[config.mk]
export PLATFORM = sky130hd
export DESIGN_NAME = dbsf_flags
export DESIGN_NICKNAME = d
export VERILOG_FILES = /design/src/rtl/dbsf_pkg.sv /design/src/rtl/dbsf_flags.sv
export SDC_FILE = /design/constraint.sdc
export NUM_CORES = 1
export LEC_CHECK = 0
export ABC_CLOCK_PERIOD_IN_PS = 1000
export BUFFER_PORTS_ARGS = -buffer_cell sky130_fd_sc_hd__buf_2
export CAP_MARGIN = 30
export CORE_MARGIN = 1
export CORE_UTILIZATION = 37
export DETAILED_ROUTE_END_ITERATION = 8
export PLACE_DENSITY = 0.79
export REMOVE_ABC_BUFFERS = 1
export SYNTH_ARGS = -nofsm -noshare
export SYNTH_HDL_FRONTEND = slang
export SYNTH_SLANG_ARGS = --single-unit
[constraint.sdc]
create_clock -name SYS_CLK -period 1 [get_ports SYS_CLK]
set_input_delay 0.2 -clock SYS_CLK [delete_from_list [all_inputs] [get_ports SYS_CLK]]
set_output_delay 0.2 -clock SYS_CLK [all_outputs]
set_load 0.01 [all_outputs]
[src/rtl/dbsf_pkg.sv]
// Package for the doorbell and status flag block: bit positions, widths, reset values
package dbsf_pkg;
   // ==========================================================
   // Command word bit positions (main side, 18 bits: bits 18..35)
   localparam int CMD_WIDTH = 18;
   localparam int CMD_FE_DOORBELL = 22;
   localparam int CMD_RELOAD_CLEAR = 23;
   localparam int CMD_RELOAD_SET = 24;
   localparam int CMD_MAIN_DB_CLEAR = 26;
   localparam int CMD_FE_XFER_CLEAR = 29;
   localparam int CMD_MAIN_XFER_CLEAR = 30;
   localparam int CMD_CHAN_LOAD = 31;
   localparam int CMD_LEVEL_ZERO = 32;
   localparam int CMD_CHAN_MSB = 33;
   localparam int CMD_BASE = 18;
   // ==========================================================
   // Status write bit positions
   localparam int SW_MAIN_DONE_SET = 15;
   localparam int SW_MAIN_DONE_CLR = 14;
   localparam int SW_MAIN_ERR_SET = 13;
   localparam int SW_MAIN_ERR_CLR = 12;
   localparam int SW_FE_DB_SET = 11;
   localparam int SW_FE_DB_CLR = 10;
   localparam int SW_FE_PAR_CLR = 9;
   localparam int SW_MAIN_DB_SET = 8;
   localparam int SW_FE_DONE_SET = 7;
   localparam int SW_FE_DONE_CLR = 6;
   localparam int SW_BR_ENABLE = 5;
   localparam int SW_BUS_PAR_CLR = 4;
   localparam int SW_BR_DISABLE = 3;
   localparam int SW_BUS_PAR_SET = 2;
   localparam int SW_FE_ERR_SET = 1;
   localparam int SW_FE_ERR_CLR = 0;
   // ==========================================================
   // Status read bit positions
   localparam int SR_MAIN_DONE = 15;
   localparam int SR_MAIN_ERR = 13;
   localparam int SR_BUF_ZERO = 12;
   localparam int SR_FE_DB = 11;
   localparam int SR_DIAG_WORD = 10;
   // ==========================================================
   // Vector table base and step, reset values
   localparam logic [8:0] VECTOR_BASE = 9'h062; // 142 octal
   localparam logic [8:0] VECTOR_STEP = 9'h008;
   localparam logic [2:0] CHANNEL_RESET = 3'h0;
   localparam logic FLAG_RESET = 1'b0;
   // State record
   typedef struct packed {
      logic fe_db;
      logic main_db;
      logic reload;
      logic boot;
      logic fe_done;
      logic fe_err;
      logic main_done;
      logic main_err;
      logic fe_mem_par;
      logic bus_par;
      logic br_en;
      logic lvl0;
      logic [2:0] chan;
      logic [15:0] rdata;
   } dbsf_state_t;
endpackage

[src/rtl/dbsf_flags.sv]
// Doorbell and transfer status flag logic of the two-processor interface
`timescale 1ns/1ns
`default_nettype none
module dbsf_flags
   import dbsf_pkg::*;
(
   input wire logic SYS_CLK,
   input wire logic RST_N,
   input wire logic CMD_WRITE,
   input wire logic [35:18] CMD_DATA,
   input wire logic STAT_WRITE,
   input wire logic [15:0] STAT_WDATA,
   input wire logic MAIN_COUNT_ZERO,
   input wire logic MAIN_XFER_FAULT,
   input wire logic FE_COUNT_ZERO,
   input wire logic FE_XFER_FAULT,
   input wire logic FE_MEM_PARITY,
   input wire logic BUS_PARITY,
   input wire logic BUFFER_ZERO,
   input wire logic DIAG_WORD,
   input wire logic PRIVILEGED,
   output logic [15:0] STAT_RDATA,
   output logic FE_DOORBELL_IRQ,
   output logic MAIN_DOORBELL_IRQ,
   output logic [8:0] MAIN_VECTOR,
   output logic [2:0] CHANNEL,
   output logic LEVEL_ZERO_OK,
   output logic BUS_REQUEST_ENABLE,
   output logic RELOAD_BUTTON,
   output logic BOOT_START,
   output logic FE_DONE,
   output logic FE_ERROR,
   output logic FE_MEM_PARITY_FLAG,
   output logic BUS_PARITY_FLAG
);
   // ==========================================================
   // State registers
   dbsf_state_t cur;
   dbsf_state_t next_cur;
   logic c_wr;
   logic s_wr;
   logic [15:0] sw;

   // zero bits inert
   // Command decode helper, zero bits do nothing
   function automatic logic cbit(input logic [35:18] d, input int pos);
      cbit = d[pos];
   endfunction

   // ==========================================================
   // Next-state logic, hardware sets win over software clears
   always_comb
   begin
      next_cur = cur;
      c_wr = CMD_WRITE;
      s_wr = STAT_WRITE;
      sw = STAT_WDATA;
      next_cur.boot = 1'b0;
      // clears of front-end doorbell from status only
      if (s_wr && sw[SW_FE_DB_CLR])
         next_cur.fe_db = 1'b0;
      if (c_wr && cbit(CMD_DATA, CMD_FE_DOORBELL))
         next_cur.fe_db = 1'b1;
      if (s_wr && sw[SW_FE_DB_SET])
         next_cur.fe_db = 1'b1;
      if (c_wr && cbit(CMD_DATA, CMD_RELOAD_CLEAR))
         next_cur.reload = 1'b0;
      if (c_wr && cbit(CMD_DATA, CMD_RELOAD_SET))
      begin
         next_cur.reload = 1'b1;
         next_cur.boot = 1'b1;
      end
      if (c_wr && cbit(CMD_DATA, CMD_MAIN_DB_CLEAR))
         next_cur.main_db = 1'b0;
      if (s_wr && sw[SW_MAIN_DB_SET])
         next_cur.main_db = 1'b1;
      if (c_wr && cbit(CMD_DATA, CMD_FE_XFER_CLEAR))
      begin
         next_cur.fe_done = 1'b0;
         next_cur.fe_err = 1'b0;
      end
      if (s_wr && sw[SW_FE_DONE_CLR])
         next_cur.fe_done = 1'b0;
      if (s_wr && sw[SW_FE_ERR_CLR])
         next_cur.fe_err = 1'b0;
      if (FE_XFER_FAULT || (s_wr && sw[SW_FE_ERR_SET]))
         next_cur.fe_err = 1'b1;
      if ((FE_COUNT_ZERO && !FE_XFER_FAULT) || (s_wr && sw[SW_FE_DONE_SET]))
         next_cur.fe_done = 1'b1;
      if (c_wr && cbit(CMD_DATA, CMD_MAIN_XFER_CLEAR))
      begin
         next_cur.main_done = 1'b0;
         next_cur.main_err = 1'b0;
      end
      if (s_wr && sw[SW_MAIN_DONE_CLR])
         next_cur.main_done = 1'b0;
      if (s_wr && sw[SW_MAIN_ERR_CLR])
         next_cur.main_err = 1'b0;
      if (MAIN_XFER_FAULT || FE_MEM_PARITY || (s_wr && sw[SW_MAIN_ERR_SET]))
         next_cur.main_err = 1'b1;
      // done on count zero without error
      if ((MAIN_COUNT_ZERO && !MAIN_XFER_FAULT && !FE_MEM_PARITY) || (s_wr && sw[SW_MAIN_DONE_SET]))
         next_cur.main_done = 1'b1;
      if (s_wr && sw[SW_FE_PAR_CLR])
         next_cur.fe_mem_par = 1'b0;
      if (FE_MEM_PARITY)
         next_cur.fe_mem_par = 1'b1;
      if (s_wr && sw[SW_BUS_PAR_CLR])
         next_cur.bus_par = 1'b0;
      if (BUS_PARITY || (s_wr && sw[SW_BUS_PAR_SET]))
         next_cur.bus_par = 1'b1;
      // bus request gate, pending flags untouched
      if (s_wr && sw[SW_BR_DISABLE])
         next_cur.br_en = 1'b0;
      if (s_wr && sw[SW_BR_ENABLE])
         next_cur.br_en = 1'b1;
      // channel load gated by bit 31
      if (c_wr && cbit(CMD_DATA, CMD_CHAN_LOAD))
      begin
         next_cur.lvl0 = CMD_DATA[CMD_LEVEL_ZERO];
         next_cur.chan = CMD_DATA[CMD_CHAN_MSB+2:CMD_CHAN_MSB];
      end
      // read view, bit 14 and low bits zero
      next_cur.rdata = 16'h0000;
      next_cur.rdata[SR_MAIN_DONE] = next_cur.main_done;
      next_cur.rdata[SR_MAIN_ERR] = next_cur.main_err;
      next_cur.rdata[SR_BUF_ZERO] = BUFFER_ZERO;
      next_cur.rdata[SR_DIAG_WORD] = DIAG_WORD;
      next_cur.rdata[SR_FE_DB] = next_cur.fe_db;
   end

   // ==========================================================
   // State register
   always_ff @(posedge SYS_CLK or negedge RST_N)
   begin
      if (!RST_N)
         cur <= '0;
      else
         cur <= next_cur;
   end

   // ==========================================================
   // Registered outputs
   logic [8:0] vec_q;
   logic lvl_q;
   always_ff @(posedge SYS_CLK or negedge RST_N)
   begin
      if (!RST_N)
      begin
         vec_q <= VECTOR_BASE;
         lvl_q <= FLAG_RESET;
      end
      else
      begin
         vec_q <= VECTOR_BASE + 9'(next_cur.chan) * VECTOR_STEP;
         lvl_q <= next_cur.lvl0 || PRIVILEGED;
      end
   end

   assign STAT_RDATA = cur.rdata;
   assign FE_DOORBELL_IRQ = cur.fe_db;
   assign MAIN_DOORBELL_IRQ = cur.main_db;
   assign MAIN_VECTOR = vec_q;
   assign CHANNEL = cur.chan;
   assign LEVEL_ZERO_OK = lvl_q;
   assign BUS_REQUEST_ENABLE = cur.br_en;
   assign RELOAD_BUTTON = cur.reload;
   assign BOOT_START = cur.boot;
   assign FE_DONE = cur.fe_done;
   assign FE_ERROR = cur.fe_err;
   assign FE_MEM_PARITY_FLAG = cur.fe_mem_par;
   assign BUS_PARITY_FLAG = cur.bus_par;
endmodule
`default_nettype wire

* Word-level counts from Yosys, hierarchy flattened
Index checks and enable logic that the tools add are counted.
Word-level totals: word-level logic and storage cells 84, flip-flop bits (word level) 29, input bits 47, output and inout bits 38
Operators by class: muxes and demuxes 24, reduce and logical (&&, ||, !) cells 43, $add $sub $neg 1
Operators by type and width (count):
- $logic_and 1x1->1 | 26
- $mux 1 | 20
- $reduce_bool 2->1 | 5
- $add 7x6->8 const A | 1
- $logic_or 1x1->1 | 7
- $mux 2 | 3
- $reduce_bool 3->1 | 2
- $mux 4 | 1
- $logic_not 1->1 | 3

* Longest topological paths before layout
Gate-level depths: netlist of the first run.
word-level depth 5, mapped depth 3, depth with buffers taken out 2

* Worst setup path before layout of the first run
Ideal clock, no wire load.
path kind reg2reg, start point reg STAT_RDATA[11] (netlist name), end point reg cur (netlist bit STAT_RDATA[11]), path slack 0.101 ns, cell stages (with the launch flop) 3, required time 0.874 ns, clock period less this slack 0.899 ns, path buffers 0, library setup time 0.126 ns, arrival time 0.773 ns, cells stage by stage dfrtp_1 a21boi_0 a221o_1
RTL lines:
- end signal: assignment | line dbsf_flags.sv:139 | cur <= next_cur;
- end: declaration | line dbsf_flags.sv:38 | dbsf_state_t cur;

==> results.txt, run 1 <==
Outcome: finished with violations
Failing checks: negative setup slack
Endpoints failing setup: 17
ANT cells: 0
Number of cells on the worst reg-to-reg path: 2
Worst path arrival time: 0.95 ns
Cts bufs inserted: 3
Clock latency on the worst-skew pair: 0.28 ns
Multiplexer share of the synthesized area: 4.52%
CP required: 0.80 ns
H-tree levels: 1
Die ar.: 2830 um^2
Largest net degree at the start of global routing: 20
Root buffer cell: clkbuf_4
Antenna violations before repair: 0
Fillers: 241
Max Freq: 871 MHz
YS warnings: 0
First-pass DRT Iterations: 2
Final WS setup: -0.148 ns
Reg-to-reg slack, setup: 0.07 ns
R2R Path End: STAT_RDATA[15]
HP Class: input pin to flop
Post-synthesis simple-gate area fraction: 6.33%
Design Area, Final: 1260 um^2
Via count: 767
Routability cong.: 0.602
Compound-cell area share of the yosys netlist: 15.9%
Min Tclk post-route: 1.15 ns
Hold Fails Final Rpt: 0
Total power: 1.71 mW
Levels on crit path: 1
Routed WL: 1.91 mm
Routed WL per cell: 11.1 um
Number of distinct library cells after synthesis: 20
Nets: 189
Max Fanout on Critical Path: 2
CTS tree: yes
Pre-CTS setup slack: -0.0300 ns
GRT overflow: 0
Initial Utilization: 39.1%
Vias in the first global route: 656
Top cell type's share of synthesized area: 46.5%
DP Cell Count: 160
Worst-path cell chain: buf_6
Top cells by area, synth: dfrtp_1 (47%), buf_4 (21%), a221o_1 (5.2%), mux2_2 (3.5%), a21o_1 (3.1%)
Critical Setup Path Class: flop to output port
Worst hold endpoint: STAT_RDATA[12]
Slowest cell delay on critical path: 0.56 ns
Synthesized flop and latch total: 19
Post-DP HPWL: 1.54 mm
Max_cap viols: 0
Post-route antenna net violation count: 0
Post-Layout Cell Count: 171
Tcrit/Tclk final: 115%
Slew Limit Fails: 0
Tot GR Track Use: 12.9%
VDD IR-drop max: 0.758 mV
Largest family of logic cells by synthesized area: buffers and inverters
R2r startpoint: STAT_RDATA[15]
Port bufs: 62
Placed Area: 1150 um^2
Slowest CP cell: dfstp_2
Met3 Wirelength: 198 um
Mapped Area: 968 um^2
Worst-path clk slew: 0.10 ns
CP Capture Type: output port
# DRC: 0
Hold_sp: BUFFER_ZERO
Syn Area/Cell: 11.8 um^2
Post-synthesis xor/xnor area fraction: 0%
Met2 Routed Length: 955 um
RSZ-0062 raised after global routing: yes
Worst Path Buf+Inv: 1
Final hold slack: 0.0228 ns
Clk sinks: 19
PwrDens: 1360 nW/um^2
First-pass GRT wire length: 2.65 mm
Area grow syn2layout: 30.2%
DIE WIDTH: 53.2 um
Synth area leader: dfrtp_1
Synthesized netlist cell count: 82
Worst Hold Path Cells: 1
Leak Pwr: 0.675 nW
Setup crit start kind: flop
Num rows: 18
Chip height: 53.2 um
Crit path max-delay family: flip-flops
Clock Path Buffers: 2
I/O pin count: 85
CORE AREA: 2480 um^2
Post-synthesis sequential area ratio: 49.2%
Initial DRC Count: 5
Vias per cell: 4.49
Highest Signal Layer: met3
Synth Area in Adders: 0%
Metal1 wirelength: 752 um
Share of post-route cells with drive strength above 1: 56.7%
Worst clock skew: 0.0000789 ns
-- flip-flops by register name, indices dropped and copies added, names as in the netlist --
name	flops
MAIN_DOORBELL_IRQ	1
MAIN_VECTOR	1
FE_ERROR	1
BUS_REQUEST_ENABLE	1
CHANNEL	3
RELOAD_BUTTON	1
BOOT_START	1
FE_DONE	1
cur	1
LEVEL_ZERO_OK	1
STAT_RDATA	5
BUS_PARITY_FLAG	1
FE_MEM_PARITY_FLAG	1
-- Yosys cell counts --
cell,n
dfrtp_1,18
and2_1,1
mux2_2,3
a221o_1,5
nand2_1,5
a21o_1,4
dfstp_2,1
nand2_4,1
a21boi_0,1
buf_4,27
buf_6,2
and3_4,1
a22oi_1,4
a211o_1,1
nor3b_1,1
a22o_1,2
conb_1,2
a211o_2,1
nor2b_1,1
mux2i_1,1
-- area by class of cell --
type	count	area (um^2)	area share, %
clock buffers	4	26.3	2.08
multi-input cells	47	315	25.0
flip-flops and latches	19	477	37.8
well taps	30	37.5	2.98
repair buffers	71	405	32.1
-- how the worst max path moves through the flow --
stage / start / to / slack (ns)
finish: MAIN_VECTOR[6] / MAIN_VECTOR[5] / -0.15
global route: MAIN_VECTOR[6] / MAIN_VECTOR[5] / -0.18
CTS: MAIN_VECTOR[6] / MAIN_VECTOR[6] / -0.14
detailed placement: STAT_WRITE / FE_ERROR / -0.03
global placement: STAT_WRITE / FE_ERROR / 0.02
floorplan: STAT_RDATA[11] / STAT_RDATA[11] / 0.06
-- routing by layer --
metal | track usage [%] | vias to the layer above
met3 | 2.01 | 0
met4 | 5.26 | 0
met2 | 22.4 | 49
met1 | 15.6 | 354
met5 | 0 | -
li1 | - | 364
-- placed cells by master, fill, tap and decap left out, types with 2 or more instances in the layout --
master,count
buf_2,58
dfrtp_1,18
conb_1,15
buf_4,8
a221o_1,5
nand2_1,5
a21o_1,4
a22oi_1,4
buf_6,4
mux2_2,3
clkbuf_4,3
a22o_1,2
-- per-stage QoR --
stage / util [%] / TNS [ns]
4_1_cts: 49.6 / -0.721
3_5_place_dp: 46.6 / -0.0427
5_1_grt: 50.9 / -1.44
6_report: 50.9 / -0.570
3_3_place_gp: 46.6 / 0
2_1_floorplan: - / 0
-- report_power, final --
group          switching, mW  internal, mW  total (mW)
Clock                  0.205         0.155       0.360
Combinational          0.208         0.251       0.460
Sequential            0.0444         0.848       0.892
-- cells by family after synthesis --
| family | after synthesis |
|---|---|
| buffers and inverters | 29 |
| AOI/OAI and AO/OA | 18 |
| other | 2 |
| and+or+nand+nor | 10 |
| DFF | 19 |
| muxes | 4 |
-- timing repair --
item | CTS | global route
resized for setup | 0 | 4
endpoints found under the hold margin | 18 | 0
endpoints found under the setup margin | 19 | 23
hold buffers | 1 | 0
buffers inserted | 5 | 1
No activity file was read; power rests on OpenSTA's default activity.
==> run 2, diff against run 1 <==
- ABC_AREA: unset -> 1
- PLACE_DENSITY: 0.79 -> 0.78
- SETUP_SLACK_MARGIN: unset -> 0.3
- SKIP_LAST_GASP: unset -> 1
==> run 2 against run 1 <==
The run ends with negative hold slack, negative setup slack left. Clock power grew 3%. Total power shrank 1.4%. Sequential cell count is the same. Combinational power shrank 5.7%. Highest routed layer unchanged. Via count grew 5.2%. Clock skew grew 0.0013 ns. Sequential share of layout area is essentially flat. Non-clock buffer count shrank 5. First-iteration DRC count grew 40%. Core utilization shrank 0.86 points.
==> results.txt, run 2 <==
HP Class: input pin to asynchronous set/reset pin (was input pin to flop)
Crit path max-delay family: flip-flops (unchanged)
Number of cells on the worst reg-to-reg path: 4 (was 2)
Synthesized netlist cell count: 112 (was 82)
Routed WL per cell: 9.82 um (was 11.1 um)
Nets: 213 (was 189)
Tot GR Track Use: 13.6% (was 12.9%)
GRT overflow: 0 (unchanged)
H-tree levels: 1 (unchanged)
Worst-path clk slew: 0.10 ns (about the same)
Post-route antenna net violation count: 0 (unchanged)
Num rows: 18 (unchanged)
Share of post-route cells with drive strength above 1: 47.9% (was 56.7%)
Synth area leader: dfrtp_1 (unchanged)
R2r startpoint: BUS_REQUEST_ENABLE (was STAT_RDATA[15])
CTS tree: yes (unchanged)
Min Tclk post-route: 1.15 ns (about the same)
Switching Share: 28.6% (was 26.8%)
Post-synth EDFFs: 0 (unchanged)
Max FFs per register: 5 (unchanged)
Initial Utilization: 39.6% (was 39.1%)
Max Freq: 872 MHz (was 871 MHz)
Top cell type's share of synthesized area: 45.1% (was 46.5%)
Worst path arrival time: 0.95 ns (about the same)
Worst clock skew: 0.00142 ns (was 0.0000789 ns)
Max Fanout on Critical Path: 2 (unchanged)
PwrDens: 1340 nW/um^2 (was 1360 nW/um^2)
Cts bufs inserted: 3 (unchanged)
Failing checks: negative hold slack, negative setup slack (was negative setup slack)
Root buffer cell: clkbuf_4 (unchanged)
Final hold slack: -0.167 ns (was 0.0228 ns)
CP Capture Type: output port (unchanged)
Top cells by area, synth: dfrtp_1 (45%), buf_4 (20%), nand2_1 (15%), nand3_1 (5.0%), dfstp_2 (2.6%) (was dfrtp_1 (47%), buf_4 (21%), a221o_1 (5.2%), mux2_2 (3.5%), a21o_1 (3.1%))
CP required: 0.80 ns (about the same)
Post-Layout Cell Count: 195 (was 171)
Area grow syn2layout: 26.3% (was 30.2%)
Gate power share: 25.7% (was 26.9%)
Syn Area/Cell: 8.93 um^2 (was 11.8 um^2)
Vias per cell: 4.14 (was 4.49)
Leak Pwr: 0.723 nW (was 0.675 nW)
Routability cong.: 0.705 (was 0.602)
Reg-to-reg slack, setup: 0.19 ns (was 0.07 ns)
Largest net degree at the start of global routing: 20 (unchanged)
Placed Area: 1160 um^2 (was 1150 um^2)
Setup crit start kind: flop (unchanged)
Via count: 807 (was 767)
ANT cells: 0 (unchanged)
Critical Setup Path Class: flop to output port (unchanged)
RSZ-0062 raised after global routing: yes (unchanged)
Vias in the first global route: 676 (was 656)
Max_cap viols: 0 (unchanged)
Total power: 1.69 mW (was 1.71 mW)
Die ar.: 2910 um^2 (was 2830 um^2)
Commonest cells after routing, fill and taps aside: buf_2 (59), nand2_1 (35), dfrtp_1 (18) (was buf_2 (58), dfrtp_1 (18), conb_1 (15))
Chip height: 54.0 um (was 53.2 um)
Design Area, Final: 1260 um^2 (about the same)
Final core occ: 50.0% (was 50.9%)
Seq pwr share: 52.3% (was 52.1%)
Synthesized flop and latch total: 19 (unchanged)
First-pass DRT Iterations: 4 (was 2)
Synth top cells by count: nand2_1 (39), buf_4 (27), dfrtp_1 (18) (was buf_4 (27), dfrtp_1 (18), a221o_1 (5), nand2_1 (5))
Slowest CP cell: dfstp_2 (unchanged)
Outcome: finished with violations (unchanged)
Clk sinks: 19 (unchanged)
R2R Path End: BUS_REQUEST_ENABLE (was STAT_RDATA[15])
Slew Limit Fails: 0 (unchanged)
Clock latency on the worst-skew pair: 0.28 ns (about the same)
Setup TNS: -0.661 ns (was -0.570 ns)
Number of distinct library cells after synthesis: 16 (was 20)
Clock share of power: 22.0% (was 21.0%)
Initial DRC Count: 7 (was 5)
Psw: 0.482 mW (was 0.458 mW)
Worst-path cell chain: buf_6 (unchanged)
VDD IR-drop max: 0.710 mV (was 0.758 mV)
Worst Path Buf+Inv: 1 (unchanged)
Int Power: 1.21 mW (was 1.25 mW)
Post-DP HPWL: 1.48 mm (was 1.54 mm)
DIE WIDTH: 54.0 um (was 53.2 um)
I/O pin count: 85 (unchanged)
Asr flop ratio synth: 100% (unchanged)
YS warnings: 0 (unchanged)
# DRC: 0 (unchanged)
CORE AREA: 2520 um^2 (was 2480 um^2)
Final WS setup: -0.146 ns (was -0.148 ns)
Endpoints failing setup: 20 (was 17)
DP Cell Count: 187 (was 160)
Post-synthesis sequential area ratio: 47.7% (was 49.2%)
Hold Fails Final Rpt: 18 (was 0)
Pre-CTS setup slack: 0.122 ns (was -0.0300 ns)
First-pass GRT wire length: 2.77 mm (was 2.65 mm)
Commonest non-fill, non-tap cell in the layout: buf_2 (unchanged)
Primary FF master, synth: dfrtp_1 (unchanged)
Antenna violations before repair: 0 (unchanged)
Slowest cell delay on critical path: 0.56 ns (about the same)
Port bufs: 62 (unchanged)
Routed WL: 1.92 mm (was 1.91 mm)
Clock Path Buffers: 2 (unchanged)
Most instantiated library cell after synthesis: nand2_1 (was buf_4)
Mapped Area: 1000 um^2 (was 968 um^2)
Tcrit/Tclk final: 115% (about the same)
run 2: layer usage:
layer | vias to the layer above | track usage (%) | routed length [um]
li1 | 406 | - | -
met1 | 348 | 14.9 | 736
met2 | 53 | 23.5 | 939
met3 | 0 | 4.52 | 239
met4 | 0 | 6.41 | 0
met5 | - | 0 | 0
run 2: cells by family (layout without fill, tap and decap cells):
group	after synthesis	in the layout	share of synthesized area (%)
other	2	15	0.751
buffers and inverters	34	74	25.5
DFF	19	19	47.7
AOI/OAI and AO/OA	5	5	4.13
and+or+nand+nor	52	52	21.9
run 2: final cells by class:
| cell class | count | area [um^2] |
|---|---|---|
| inverter | 4 | 15.0 |
| timing repair buffer | 66 | 370 |
| multi-input combinational | 72 | 337 |
| fill | 247 | 1260 |
| tap | 30 | 37.5 |
| sequential | 19 | 477 |
| clock buffer | 4 | 26.3 |
run 2: how the worst max path moves through the flow:
| stage | cells after the start | startpoint | slack [ns] | end |
|---|---|---|---|---|
| after floorplan | 4 | CHANNEL[2] | 0.23 | CHANNEL[2] |
| after global placement | 4 | STAT_WRITE | 0.14 | STAT_RDATA[13] |
| after detailed placement | 4 | STAT_WRITE | 0.12 | STAT_RDATA[15] |
| after CTS | 1 | MAIN_VECTOR[6] | -0.16 | MAIN_VECTOR[5] |
| after global routing | 1 | MAIN_VECTOR[6] | -0.20 | MAIN_VECTOR[5] |
| final | 1 | MAIN_VECTOR[6] | -0.15 | MAIN_VECTOR[5] |
run 2: power by group through the flow:
| stage | clock network [mW] | registers, mW | logic [mW] |
|---|---|---|---|
| 6_report | 0.371 | 0.882 | 0.434 |
| 3_3_place_gp | 0 | 0.889 | 0.373 |
| 4_1_cts | 0.390 | 0.877 | 0.390 |
| 3_5_place_dp | 0 | 0.893 | 0.380 |
| 2_1_floorplan | 0 | 0.942 | 0.114 |
| 5_1_grt | 0.422 | 0.893 | 0.494 |
run 2: timing repair:
item	CTS	global route
gates cloned	0	0
hold endpoints to repair	18	18
setup endpoints to repair	24	27
setup buffers	2	2
gates resized for setup	0	12
pin swaps	1	3
==> run 3, diff against run 2 <==
- REMOVE_ABC_BUFFERS: 1 -> unset
==> run 3 against run 2 <==
The flow still finishes with violations (negative hold slack, negative setup slack). Register-to-register slack gained 0.04 ns. Sequential cell count is the same. Wire length shrank 8.1%. Die area is the same. Total power shrank 1.1%. Combinational power shrank 3%. First-iteration DRC count shrank 71%. Core utilization is the same. Sequential share of layout area is the same. Via count grew 2.1%.
==> results.txt, run 3 (synthesized netlist as in run 2, its figures left out) <==
Outcome: finished with violations (unchanged)
Failing checks: negative hold slack, negative setup slack (unchanged)
Worst clock skew: 0.0000464 ns (was 0.00142 ns)
CP required: 0.80 ns (about the same)
Final core occ: 50.0% (unchanged)
Worst-path cell chain: buf_6 (unchanged)
Routed WL: 1.76 mm (was 1.92 mm)
ANT cells: 0 (unchanged)
H-tree levels: 1 (unchanged)
GRT overflow: 0 (unchanged)
CTS tree: yes (unchanged)
PwrDens: 1320 nW/um^2 (was 1340 nW/um^2)
Min Tclk post-route: 1.14 ns (was 1.15 ns)
Tcrit/Tclk final: 114% (was 115%)
Largest net degree at the start of global routing: 20 (unchanged)
Post-DP HPWL: 1.39 mm (was 1.48 mm)
Clk sinks: 19 (unchanged)
Pre-CTS setup slack: 0.142 ns (was 0.122 ns)
Die ar.: 2910 um^2 (unchanged)
Share of post-route cells with drive strength above 1: 44.0% (was 47.9%)
Max FFs per register: 5 (unchanged)
Design Area, Final: 1260 um^2 (unchanged)
Final hold slack: -0.172 ns (was -0.167 ns)
Post-route antenna net violation count: 0 (unchanged)
Hold Fails Final Rpt: 18 (unchanged)
Initial Utilization: 39.6% (unchanged)
Crit path max-delay family: flip-flops (unchanged)
Leak Pwr: 0.723 nW (about the same)
Max_cap viols: 0 (unchanged)
Commonest cells after routing, fill and taps aside: buf_2 (56), nand2_1 (39), dfrtp_1 (18) (was buf_2 (59), nand2_1 (35), dfrtp_1 (18))
Slew Limit Fails: 0 (unchanged)
Via count: 824 (was 807)
CP Capture Type: output port (unchanged)
Chip height: 54.0 um (unchanged)
Endpoints failing setup: 19 (was 20)
Nets: 214 (was 213)
Cts bufs inserted: 3 (unchanged)
Clock Path Buffers: 2 (unchanged)
Worst-path clk slew: 0.10 ns (about the same)
Root buffer cell: clkbuf_4 (unchanged)
Clock latency on the worst-skew pair: 0.28 ns (about the same)
Worst Path Buf+Inv: 1 (unchanged)
First-pass GRT wire length: 2.53 mm (was 2.77 mm)
Critical Setup Path Class: flop to output port (unchanged)
Max Fanout on Critical Path: 2 (unchanged)
CORE AREA: 2520 um^2 (unchanged)
HP Class: input pin to asynchronous set/reset pin (unchanged)
Slowest CP cell: dfstp_2 (unchanged)
Commonest non-fill, non-tap cell in the layout: buf_2 (unchanged)
VDD IR-drop max: 0.751 mV (was 0.710 mV)
Slowest cell delay on critical path: 0.56 ns (about the same)
First-pass DRT Iterations: 2 (was 4)
Routed WL per cell: 8.98 um (was 9.82 um)
I/O pin count: 85 (unchanged)
Vias in the first global route: 621 (was 676)
Initial DRC Count: 2 (was 7)
Routability cong.: 0.672 (was 0.705)
Num rows: 18 (unchanged)
Max Freq: 881 MHz (was 872 MHz)
Tot GR Track Use: 12.5% (was 13.6%)
Vias per cell: 4.20 (was 4.14)
Antenna violations before repair: 0 (unchanged)
Setup crit start kind: flop (unchanged)
Placed Area: 1160 um^2 (unchanged)
# DRC: 0 (unchanged)
Port bufs: 62 (unchanged)
DIE WIDTH: 54.0 um (unchanged)
Worst path arrival time: 0.94 ns (was 0.95 ns)
Final WS setup: -0.136 ns (was -0.146 ns)
RSZ-0062 raised after global routing: yes (unchanged)
Area grow syn2layout: 26.3% (unchanged)
run 3: power by group:
part,switching [mW],total (mW),internal [mW]
registers,0.0380,0.881,0.843
clock network,0.209,0.363,0.155
logic,0.216,0.423,0.207
run 3: worst paths after layout:
| kind | start | end | slack (ns) | cells past startpoint |
|---|---|---|---|---|
| max | MAIN_VECTOR[6] | MAIN_VECTOR[5] | -0.14 | 1 |
| max in group asynchronous | RST_N | MAIN_VECTOR[6] | 0.84 | 1 |
| min | RST_N | RELOAD_BUTTON | -0.17 | 1 |
| min in group SYS_CLK | CMD_DATA[35] | MAIN_VECTOR[6] | 0.06 | 2 |
| min reg2reg | cur[19] | cur[19] | 0.48 | 2 |
| max reg2reg | FE_MEM_PARITY_FLAG | FE_MEM_PARITY_FLAG | 0.23 | 2 |
run 3: routing by layer:
metal / global-route usage [%] / up-vias / wire [um]
met1: 14.2 / 363 / 747
met5: 0 / - / 0
li1: - / 409 / -
met3: 3.39 / 0 / 195
met4: 6.41 / 0 / 0
met2: 21.4 / 52 / 818
run 3: timing repair:
item                                    4_1_cts  5_1_grt
gates resized for setup                       0        6
buffers inserted                              0        3
endpoints found under the setup margin       24       24
hold endpoints to repair                     18       20
pin swaps                                     1        0
run 3: per-stage QoR:
stage,power [mW],TNS (ns),std cells
after floorplan,1.23,0,125
after global placement,1.26,0,187
after detailed placement,1.27,0,187
after CTS,1.65,-0.953,191
after global routing,1.79,-1.70,196
final,1.67,-0.525,196
run 3: area by class of cell:
| type | count | area, um^2 |
|---|---|---|
| Tap cell | 30 | 37.5 |
| Timing Repair Buffer | 67 | 390 |
| Inverter | 4 | 15.0 |
| Clock buffer | 4 | 26.3 |
| Multi-Input combinational cell | 72 | 317 |
| Sequential cell | 19 | 477 |
| Fill cell | 248 | 1260 |
